`src/include/lmrsc_defs.svh`:
```
// Constants for the logic-module reset state control block.
`ifndef LMRSC_DEFS_SVH
`define LMRSC_DEFS_SVH

// Control register reset value and memory-space select bit positions.
`define LMRSC_REG_CLEAR       8'h00
`define LMRSC_MSS_PIO_BIT     7
`define LMRSC_MSS_SRAM_BIT    0
// Turbo control bit position in power management register zero.
`define LMRSC_TURBO_BIT       3
// Register map for the plain register port.
`define LMRSC_ADDR_PMR0       4'h0
`define LMRSC_ADDR_PMR2       4'h1
`define LMRSC_ADDR_MSS        4'h2
`define LMRSC_ADDR_CTRL0      4'h3
`define LMRSC_ADDR_CTRL1      4'h4
`define LMRSC_ADDR_STATUS     4'h5
// Flash mode encodings.
`define LMRSC_FLASH_READ      2'h0
`define LMRSC_FLASH_PROG      2'h1
`define LMRSC_FLASH_ERASE     2'h2

`endif

```
`src/include/lmrsc_pkg.sv`:
```
// Types for the logic-module reset state control block.
`default_nettype none
package lmrsc_pkg;
	// Reset sequencing states, Gray coded along the usual path.
	typedef enum logic [1:0] {
		LMRSC_ST_POWERUP = 2'b00,
		LMRSC_ST_RUN     = 2'b01,
		LMRSC_ST_WARM    = 2'b11,
		LMRSC_ST_APD     = 2'b10
	} lmrsc_state_t;
endpackage
`default_nettype wire

```
`src/rtl/lmrsc_core.sv`:
```
// Reset state control for the programmable logic and memory module.
`include "lmrsc_defs.svh"
`default_nettype none

// How it works
// [RQ1] Reset comes from the processor module and is active when low.
// [RQ2] Configuration loads during power-up reset; logic outputs follow equations meanwhile. Here logic output enables stay off until it is loaded.
// [RQ3] Any reset returns both flashes to read-array and aborts program or erase.
// [RQ4] Flash writes are blocked while supply is below the write lockout threshold.
// [RQ5] After the first power-up, every later reset counts as a warm reset.
// [RQ6] Processor I/O pins are inputs in resets and hold their state in power-down.
// [RQ7] Logic I/O pins follow equations; power-down blocks processor address into logic.
// [RQ8] Address-out and peripheral pins float in resets; peripheral pins float in power-down.
// [RQ9] Address-out pins are undefined in power-down since address inputs are blocked.
// [RQ10] During reset port pins in those modes are plain inputs without pull-ups.
// [RQ11] Power registers zero and two clear only at power-up; others clear on any reset.
// [RQ12] Macrocell flops clear at power-up; else follow their reset and preset equations.
// [RQ13] Memory-space select loads its initial value with bits 7 and 0 cleared.
// [RQ14] The test channel stays enabled in every reset and power-down state.
// [RQ15] Turbo control bit reads zero after power-up, giving full-speed logic.
// [RQ16] A power-on flag set by supply ramp clears once first reset is released.
// [RQ17] The incoming reset is synchronised before use.
module lmrsc_core
	import lmrsc_pkg::*;
#(
	parameter int          PORT_W      = 8,
	parameter int          MC_W        = 16,
	parameter logic [7:0]  MSS_INIT    = 8'h00
) (
	input  wire logic              clk_sys,
	input  wire logic              resetn,
	input  wire logic              supply_ramp_n,
	input  wire logic              module_rst_n,
	input  wire logic              supply_ok,
	input  wire logic              auto_power_down,
	input  wire logic              config_done,
	input  wire logic [1:0]        flash_cmd,
	input  wire logic              flash_cmd_valid,
	input  wire logic [PORT_W-1:0] port_is_mcu_io,
	input  wire logic [PORT_W-1:0] port_is_addr_out,
	input  wire logic [PORT_W-1:0] port_is_periph,
	input  wire logic [PORT_W-1:0] mcu_out_data,
	input  wire logic [PORT_W-1:0] mcu_out_en,
	input  wire logic [PORT_W-1:0] logic_out_data,
	input  wire logic [PORT_W-1:0] logic_out_en,
	input  wire logic [PORT_W-1:0] addr_latch_data,
	input  wire logic [PORT_W-1:0] periph_out_en,
	input  wire logic [MC_W-1:0]   mc_next,
	input  wire logic [MC_W-1:0]   flop_reset_equation,
	input  wire logic [MC_W-1:0]   flop_preset_equation,
	input  wire logic [3:0]        reg_addr,
	input  wire logic [7:0]        reg_wdata,
	input  wire logic              reg_wr,
	input  wire logic              reg_rd,
	output logic [7:0]             reg_rdata,
	output logic [1:0]             flash_mode,
	output logic                   flash_write_allow,
	output logic [PORT_W-1:0]      pin_out,
	output logic [PORT_W-1:0]      pin_oe,
	output logic [PORT_W-1:0]      pin_pullup_en,
	output logic                   addr_to_logic_en,
	output logic                   logic_outputs_valid,
	output logic [MC_W-1:0]        output_macrocell,
	output logic                   test_channel_en,
	output logic                   warm_reset,
	output logic                   power_on_flag
);

	// ------------------------------------------------------------
	// Reset and supply synchronisers
	// ------------------------------------------------------------
	logic [1:0]   rst_sync_reg;
	logic [1:0]   ok_sync_reg;
	logic [1:0]   apd_sync_reg;
	logic         in_reset;
	logic         in_apd;
	lmrsc_state_t state_reg;
	lmrsc_state_t state_next;
	logic         pon_reg;
	logic         cfg_loaded_reg;
	logic [7:0]   pmr0_reg;
	logic [7:0]   pmr2_reg;
	logic [7:0]   mss_reg;
	logic [7:0]   ctrl0_reg;
	logic [7:0]   ctrl1_reg;
	logic [1:0]   flash_mode_reg;
	logic [PORT_W-1:0] hold_out_reg;
	logic [PORT_W-1:0] hold_oe_reg;
	logic [MC_W-1:0]   mc_reg;
	logic [7:0]   rdata_reg;

	// Module reset and supply lines cross in through two flops each.
	always_ff @(posedge clk_sys) begin
		rst_sync_reg <= {rst_sync_reg[0], module_rst_n};  // see [RQ17]
		ok_sync_reg  <= {ok_sync_reg[0], supply_ok};
		apd_sync_reg <= {apd_sync_reg[0], auto_power_down};
	end

	assign in_reset = ~rst_sync_reg[1];  // Active low input asserted, see [RQ1]
	assign in_apd   = apd_sync_reg[1] & ~in_reset;

	// ------------------------------------------------------------
	// Power-on flag and reset classification
	// ------------------------------------------------------------
	// The flag only clears once reset is released with configuration loaded,
	// so a reset already low at power-up is still classed as power-up.
	always_ff @(posedge clk_sys) begin
		if (!resetn || !supply_ramp_n) begin
			pon_reg <= 1'b1;  // see [RQ16]
		end else if (pon_reg && !in_reset && state_reg == LMRSC_ST_POWERUP && cfg_loaded_reg) begin
			pon_reg <= 1'b0;  // see [RQ5]
		end
	end

	// Configuration is latched once config_done is seen after power-up, whether reset is held or not.
	always_ff @(posedge clk_sys) begin
		if (!resetn || !supply_ramp_n) begin
			cfg_loaded_reg <= 1'b0;
		end else if (config_done) begin
			cfg_loaded_reg <= 1'b1;  // see [RQ2]
		end
	end

	always_comb begin
		state_next = state_reg;
		case (state_reg)
			LMRSC_ST_POWERUP: if (!in_reset && cfg_loaded_reg) state_next = LMRSC_ST_RUN;
			LMRSC_ST_RUN: begin
				if (in_reset) state_next = LMRSC_ST_WARM;  // see [RQ5]
				else if (in_apd) state_next = LMRSC_ST_APD;
			end
			LMRSC_ST_WARM: if (!in_reset) state_next = LMRSC_ST_RUN;
			LMRSC_ST_APD: begin
				if (in_reset) state_next = LMRSC_ST_WARM;
				else if (!in_apd) state_next = LMRSC_ST_RUN;
			end
			default: state_next = LMRSC_ST_POWERUP;
		endcase
	end

	always_ff @(posedge clk_sys) begin
		if (!resetn || !supply_ramp_n) begin
			state_reg <= LMRSC_ST_POWERUP;
		end else begin
			state_reg <= state_next;
		end
	end

	// ------------------------------------------------------------
	// Flash mode and write lockout
	// ------------------------------------------------------------
	// Reset wins over any pending command, so an operation in flight is dropped.
	always_ff @(posedge clk_sys) begin
		if (!resetn || in_reset) begin
			flash_mode_reg <= `LMRSC_FLASH_READ;  // see [RQ3]
		end else if (flash_cmd_valid && (ok_sync_reg[1] || flash_cmd == `LMRSC_FLASH_READ)) begin
			flash_mode_reg <= flash_cmd;  // see [RQ4]
		end
	end

	assign flash_mode        = flash_mode_reg;
	assign flash_write_allow = ok_sync_reg[1] & ~in_reset;  // see [RQ4]

	// ------------------------------------------------------------
	// Control registers
	// ------------------------------------------------------------
	// Power management registers survive warm resets; control registers clear and memory-space select reloads on any reset.
	always_ff @(posedge clk_sys) begin
		if (!resetn || (in_reset && pon_reg)) begin
			pmr0_reg <= `LMRSC_REG_CLEAR;  // see [RQ11], see [RQ15]
			pmr2_reg <= `LMRSC_REG_CLEAR;
		end else if (reg_wr && !in_reset && !in_apd) begin
			if (reg_addr == `LMRSC_ADDR_PMR0) pmr0_reg <= reg_wdata;
			if (reg_addr == `LMRSC_ADDR_PMR2) pmr2_reg <= reg_wdata;
		end
	end

	always_ff @(posedge clk_sys) begin
		if (!resetn || in_reset) begin
			ctrl0_reg <= `LMRSC_REG_CLEAR;  // see [RQ11]
			ctrl1_reg <= `LMRSC_REG_CLEAR;
		end else if (reg_wr && !in_apd) begin
			if (reg_addr == `LMRSC_ADDR_CTRL0) ctrl0_reg <= reg_wdata;
			if (reg_addr == `LMRSC_ADDR_CTRL1) ctrl1_reg <= reg_wdata;
		end
	end

	// Memory-space select reloads its configured value, minus two bits.
	always_ff @(posedge clk_sys) begin
		if (!resetn || in_reset) begin
			mss_reg <= MSS_INIT;  // see [RQ13]
			mss_reg[`LMRSC_MSS_PIO_BIT]  <= 1'b0;
			mss_reg[`LMRSC_MSS_SRAM_BIT] <= 1'b0;
		end else if (reg_wr && !in_apd && reg_addr == `LMRSC_ADDR_MSS) begin
			mss_reg <= reg_wdata;
		end
	end

	// Read data stands in the cycle after the strobe; unmapped reads give zero.
	always_ff @(posedge clk_sys) begin
		if (!resetn) begin
			rdata_reg <= 8'h00;
		end else if (reg_rd) begin
			case (reg_addr)
				`LMRSC_ADDR_PMR0:   rdata_reg <= pmr0_reg;
				`LMRSC_ADDR_PMR2:   rdata_reg <= pmr2_reg;
				`LMRSC_ADDR_MSS:    rdata_reg <= mss_reg;
				`LMRSC_ADDR_CTRL0:  rdata_reg <= ctrl0_reg;
				`LMRSC_ADDR_CTRL1:  rdata_reg <= ctrl1_reg;
				`LMRSC_ADDR_STATUS: rdata_reg <= {3'h0, cfg_loaded_reg, ok_sync_reg[1], pon_reg, state_reg};
				default:            rdata_reg <= 8'h00;
			endcase
		end else begin
			rdata_reg <= 8'h00;
		end
	end

	assign reg_rdata = rdata_reg;

	// ------------------------------------------------------------
	// Output macrocell flip-flops
	// ------------------------------------------------------------
	// Preset is given priority over the reset equation when both are true.
	always_ff @(posedge clk_sys) begin
		if (!resetn || (in_reset && pon_reg)) begin
			mc_reg <= '0;  // see [RQ12]
		end else begin
			for (int i = 0; i < MC_W; i++) begin
				if (flop_preset_equation[i]) mc_reg[i] <= 1'b1;  // see [RQ12]
				else if (flop_reset_equation[i]) mc_reg[i] <= 1'b0;
				else if (!in_reset && !in_apd) mc_reg[i] <= mc_next[i];
			end
		end
	end

	assign output_macrocell = mc_reg;

	// ------------------------------------------------------------
	// Port pin control
	// ------------------------------------------------------------
	// Processor I/O pins remember their last drive so power-down freezes them.
	always_ff @(posedge clk_sys) begin
		if (!resetn) begin
			hold_out_reg <= '0;
			hold_oe_reg  <= '0;
		end else if (!in_apd) begin
			hold_out_reg <= mcu_out_data;
			hold_oe_reg  <= mcu_out_en & {PORT_W{~in_reset}};  // see [RQ6]
		end
	end

	always_comb begin
		for (int i = 0; i < PORT_W; i++) begin
			if (port_is_periph[i]) begin
				pin_out[i] = 1'b0;
				pin_oe[i]  = periph_out_en[i] & ~in_reset & ~in_apd;  // see [RQ8]
			end else if (port_is_addr_out[i]) begin
				// Address drive is stale in power-down, so the pin level is meaningless.
				pin_out[i] = addr_latch_data[i];  // see [RQ9]
				pin_oe[i]  = ~in_reset;  // see [RQ8]
			end else if (port_is_mcu_io[i]) begin
				pin_out[i] = in_apd ? hold_out_reg[i] : mcu_out_data[i];
				pin_oe[i]  = in_apd ? hold_oe_reg[i] : (mcu_out_en[i] & ~in_reset);  // see [RQ6]
			end else begin
				pin_out[i] = logic_out_data[i];  // see [RQ7]
				pin_oe[i]  = logic_out_en[i] & (cfg_loaded_reg | ~pon_reg);  // see [RQ2]
			end
		end
	end

	// Module port pins never carry internal pull-ups.
	assign pin_pullup_en       = '0;  // see [RQ10]
	assign addr_to_logic_en    = ~in_apd;  // see [RQ7]
	assign logic_outputs_valid = cfg_loaded_reg | ~pon_reg;  // see [RQ2]
	assign test_channel_en     = 1'b1;  // see [RQ14]
	assign warm_reset          = in_reset & ~pon_reg;
	assign power_on_flag       = pon_reg;

endmodule
`default_nettype wire

```
`config.mk`:
```
export PLATFORM = sky130hd
export DESIGN_NAME = lmrsc_core
export DESIGN_NICKNAME = d
export VERILOG_FILES = /design/src/include/lmrsc_pkg.sv /design/src/rtl/lmrsc_core.sv
export VERILOG_INCLUDE_DIRS = /design/src /design/src/include
export SDC_FILE = /design/constraint.sdc
export NUM_CORES = 1
export LEC_CHECK = 0
export ABC_AREA = 1
export BUFFER_PORTS_ARGS = -buffer_cell sky130_fd_sc_hd__buf_2
export CAP_MARGIN = 20
export CORE_MARGIN = 3
export CORE_UTILIZATION = 43
export DETAILED_ROUTE_END_ITERATION = 8
export GPL_TIMING_DRIVEN = 0
export PLACE_DENSITY = 0.83
export SLEW_MARGIN = 20
export SYNTH_ARGS = -nofsm -noshare
export SYNTH_HDL_FRONTEND = slang
export SYNTH_SLANG_ARGS = --single-unit
```
`constraint.sdc`:
```
create_clock -name clk_sys -period 1.1 [get_ports clk_sys]
set_input_delay 0.11 -clock clk_sys [delete_from_list [all_inputs] [get_ports clk_sys]]
set_output_delay 0.11 -clock clk_sys [all_outputs]
set_load 0.03 [all_outputs]
```
# --- After elaboration in Yosys (flattened, before gate mapping) ---
# Cells that the tools add are included.
word_totals:
  ff_bits: 92
  out_inout_bits: 56
  elab_cells: 246
classes:
  bitwise_logic: 40
  eq_ne: 12
  reduce_logical: 43
  mux: 120
op_table:
  columns: ["op", "count"]
  rows:
  - ["$mux 1", 112]
  - ["$pmux 8 s6", 1]
  - ["$reduce_bool 3->1", 16]
  - ["$and 1x1->1", 35]
  - ["$mux 2", 6]
  - ["$logic_and 1x1->1", 11]
  - ["$reduce_and 2->1", 5]
  - ["$and 8x8->8", 1]
  - ["$eq 4x2->1 const B", 2]
  - ["$eq 4x3->1 const B", 2]
  - ["$pmux 2 s4", 1]
  - ["$ne 3x3->1 const B", 2]
  - ["$eq 2x2->1 const B", 2]
  - ["$eq 4x1->1 const B", 1]
  - ["$logic_not 2->1", 2]
  - ["$logic_not 4->1", 1]
  - ["$logic_or 1x1->1", 4]
  - ["$reduce_and 4->1", 1]
  - ["$logic_not 1->1", 3]
  - ["$not 1->1", 3]
  - ["$eq 2x1->1 const B", 1]
  - ["$ne 2x1->1 const B", 1]
  - ["$ne 2x2->1 const B", 1]
  - ["$or 1x1->1", 1]

# --- Depth between registers and ports, before layout ---
logic_depth:
  word_depth: 6
  mapped_depth: 10

# --- Worst setup path before layout ---
# No wires, ideal clock.
synth_path:
  path_kind: "register -> output"
  from: "reg pon_reg (netlist: power_on_flag)"
  to: "out pin_oe[0]"
  arrival_ns: 1.766
  path_slack_ns: -0.776
  path_buffers: 0
  stages_incl_launch_ff: 6
  path_cell_list: "dfxtp_1 > nand2_1 > nand2_1 > nand2_1 > nand3_1 > a21boi_0"
synth_via:
  elab_chain_cells: 6
synth_lines:
  columns: ["item", "line_no", "text"]
  rows:
  - ["from (decl)", "lmrsc_core.sv:79", "logic pon_reg;"]
  - ["from (signal assigned)", "lmrsc_core.sv:109", "pon_reg <= 1'b1;"]
  - ["from (signal assigned)", "lmrsc_core.sv:111", "pon_reg <= 1'b0;"]
  - ["$not 1->1", null, null]
  - ["$or 1x1->1", null, null]
  - ["net logic_outputs_valid", "lmrsc_core.sv:62", "output logic logic_outputs_valid,"]
  - ["$and 1x1->1", "lmrsc_core.sv:266", "pin_oe[i] = logic_out_en[i] & (cfg_loaded_reg | ~pon_reg);"]
  - ["$mux 1", "lmrsc_core.sv:261", "end else if (port_is_mcu_io[i]) begin"]
  - ["$mux 1", "lmrsc_core.sv:257", "end else if (port_is_addr_out[i]) begin"]
  - ["$mux 1", "lmrsc_core.sv:254", "if (port_is_periph[i]) begin"]
  - ["to (decl)", "lmrsc_core.sv:59", "output logic [PORT_W-1:0] pin_oe,"]
# The timed path passes the listed nets, and every way through them passes these cells.

# --- Worst setup path in the final report ---
layout_path:
  from: "reg rst_sync_reg[1]"
  to: "out pin_oe[7]"
layout_via:
  elab_chain_cells: 5
  word_cells_on_any_way: 9
  classes_between: "4 x mux; 5 x bitwise"
layout_lines:
  columns: ["item", "line_no", "text"]
  rows:
  - ["from (decl)", "lmrsc_core.sv:72", "logic [1:0] rst_sync_reg;"]
  - ["from (signal assigned)", "lmrsc_core.sv:94", "rst_sync_reg <= {rst_sync_reg[0], module_rst_n};"]
  - ["$and 1x1->1 (on tied branches)", "lmrsc_core.sv:263, lmrsc_core.sv:100", null]
  - ["$mux 1", "lmrsc_core.sv:263", "pin_oe[i] = in_apd ? hold_oe_reg[i] : (mcu_out_en[i] & ~in_reset);"]
  - ["$mux 1", "lmrsc_core.sv:261", null]
  - ["$mux 1", "lmrsc_core.sv:257", null]
  - ["$mux 1 (*)", "lmrsc_core.sv:254", null]
# Every way passes the cells marked *; elsewhere a longest branch is shown, timed or not.

==> results by group <==
STA
  • Worst Tran Pin Value: 0.605 ns
  • Setup-failing EPs final: 84
  • Final WS setup: -0.757 ns
  • Minimum clock period: 1.86 ns
  • Maximum clock frequency: 539 MHz
  • Tcrit/Tclk final: 169%
  • Setup_tns: -27.93 ns
  • Unrepaired setup endpoints after global routing: yes
  • Worst clock skew: 0.00887 ns
  • Hold Violations, Final: 0
  • Slew Limit Fails: 0
  • Slew HR: 59.7%

CTS
  • H-tree levels: 3
  • CTS root buffer: clkbuf_8
  • Num CTS Buffers: 9
  • Clock slew at reported path FFs: 0.08 ns
  • Hold_buf cts: 9
  • Clock sink count: 92
  • CTS tree: done
  • Clock Tree Buf Depth: 2
  • Worst skew pair latency: 0.36 ns

Critical path
  • Slowest cell delay on critical path: 0.34 ns
  • Setup CP Type: reg2out
  • CP max FO: 5
  • Critical path's slowest cell: dfxtp_2
  • Startpoint types: register
  • Crit path DAT: 1.75 ns
  • Crit. End Element: primary output
  • Critical path, cell by cell: buf_8 -> inv_8 -> nor2_4 -> buf_6 -> nand2_2 -> nand2_2 -> nand2_1 -> nand2_1 -> nand2_2 -> nand2_4 -> buf_6
  • Crit path required time: 0.99 ns
  • Most used cell, CP: nand2_2

GRT
  • Initial antenna violation count: 0
  • First-pass GRT wire length: 23.0 mm
  • Largest net degree at the start of global routing: 15
  • Vias in the first global route: 4,832
  • Gr usage total: 24.7%
  • GRT Residual Overflow: 0

Route
  • Routed wire length: 17.4 mm
  • Antenna Nets Post-Route: 0
  • Iter 0 DRT Violations: 546
  • WL per Instance: 16.5 um
  • Via count: 5,570
  • Initial DRT Pass Iterations: 7
  • Drt drc: 0
  • Vias per cell: 5.27

Placed design
  • Input/output buffers: 190
  • Post-DP Area: 5850 um^2
  • Placed cells: 989
  • Post-DP HPWL: 11.2 mm
  • Routability Congestion: 0.857

Power and ir drop
  • Total power: 7.73 mW
  • PwrDens: 1090 nW/um^2
  • Worst vdd rail ir drop: 1.31 mV
  • LEAKAGE: 3.45 nW

Final layout
  • Share of cells above drive strength 1: 42.1%
  • Layout area overhead: 56.5%
  • Fin util: 71.1%
  • Non-filler cells, final: 1,056
  • Final net count: 1,065
  • Final Cell Area: 7110 um^2
  • Max reg flops: 16

Yosys
  • Area contributors post-synth: dfxtp_1, nand3_1, nor2_1
  • Synth unique cells: 28
  • Synth top area share: 40.5%
  • Synth warn: 0
  • Post-Syn Instances: 659
  • Avg Inst Size Synth: 6.89 um^2
  • Register bit total from synthesis: 92
  • Synth area leader: dfxtp_1
  • Seq/Total Area, Yosys: 40.5%
  • Synth Cell Area: 4540 um^2

Floorplanning
  • Die H: 109 um
  • Die Width: 109 um
  • Die area: 11,800 um^2
  • Core ar.: 10000 um^2
  • Ports: 200
  • Initial Util: 45.4%
  • Row Count: 36

Min path
  • Hold crit path type: in2reg

Run
  • Max_cap viols: 0

Run status
  • Failing checks: setup timing
  • Status: finished with violations
[routing by layer]
layer	share of wire [%]	vias to the layer above	track usage, %
li1	-	2678	-
met1	37	2531	28.5
met2	50	297	45.0
met3	9.2	64	6.28
met4	3.8	0	6.58
met5	0	-	0
[worst max-delay path: cells and delay by family (launching register included)]
| family | cells | cell delay (ns) |
|---|---|---|
| flops | 1 | 0.34 |
| buf+inv | 4 | 0.47 |
| simple gates | 7 | 0.57 |
[cell usage after synthesis (all sizes together)]
cell type / count
ha: 4
o21bai: 6
clkbuf: 4
a21boi: 2
clkinv: 1
inv: 63
conb: 2
nor2: 132
or2: 2
a21oi: 46
a31oi: 22
o21a: 6
o21ai: 44
nand2: 106
nand3: 97
nor3: 8
buf: 22
dfxtp: 92
[layout by cell type (no fill, tap or decap), types with 5 or more instances in the layout]
cell,n
a21oi_1,40
a21oi_2,6
a31oi_1,22
buf_2,173
buf_4,35
buf_6,35
clkbuf_1,5
clkbuf_8,9
conb_1,9
dfxtp_1,86
dlygate4sd3_1,9
inv_1,48
inv_2,6
inv_4,6
nand2_1,68
nand2_2,23
nand2_4,11
nand2_8,5
nand3_1,85
nand3_2,8
nor2_1,104
nor2_2,10
nor2_4,19
nor3_1,8
o21a_1,6
o21ai_0,10
o21ai_1,24
o21ai_2,5
o21ai_4,5
o21bai_1,6
[worst paths after layout]
| path | from | slack (ns) | depth (start not counted) | endpoint |
|---|---|---|---|---|
| min reg2reg | apd_sync_reg[0] | 0.33 | 0 | apd_sync_reg[1] |
| max | rst_sync_reg[1] | -0.76 | 11 | pin_oe[7] |
| min | mcu_out_en[6] | 0.008 | 3 | hold_oe_reg[6] |
| max reg2reg | rst_sync_reg[1] | -0.38 | 11 | state_reg[1] |
[power by group]
group / total, mW / internal (mW) / switching, mW
registers: 3.47 / 3.41 / 0.0576
logic: 1.80 / 0.753 / 1.05
clock network: 2.45 / 1.28 / 1.17
[stage by stage]
step	hold WS (ns)	setup slack (ns)
2_1_floorplan	0.138	-0.184
3_3_place_gp	0.214	-0.510
3_5_place_dp	0.214	-0.515
4_1_cts	-0.00637	-0.695
5_1_grt	0.00151	-0.862
6_report	0.00789	-0.757
[cell type report]
cell class	count	area, um^2
plain buffers	25	205
well taps	133	166
inverters	64	272
fillers	719	2890
clock buffers	12	135
repair buffers	238	1550
clock inverters	4	73.8
multi-input cells	487	2840
diodes	1	2.50
flip-flops and latches	92	1860
[repair_timing]
item	CTS	global route
gates resized for setup	84	105
endpoints found under the setup margin	94	95
pin swaps	14	14
endpoints found under the hold margin	9	1
setup buffers	22	17
cloned	3	2
[cells by family after synthesis]
family | count (synthesis) | share of synthesized area (%)
AND/OR/NAND/NOR | 345 | 34.0
AO/OA/AOI/OAI | 126 | 15.3
flip-flops | 92 | 40.5
buffers and inverters | 90 | 8.84
adder cells (fa/ha/maj) | 4 | 1.10
other | 2 | 0.165
Power figures use the tool's default switching activity.
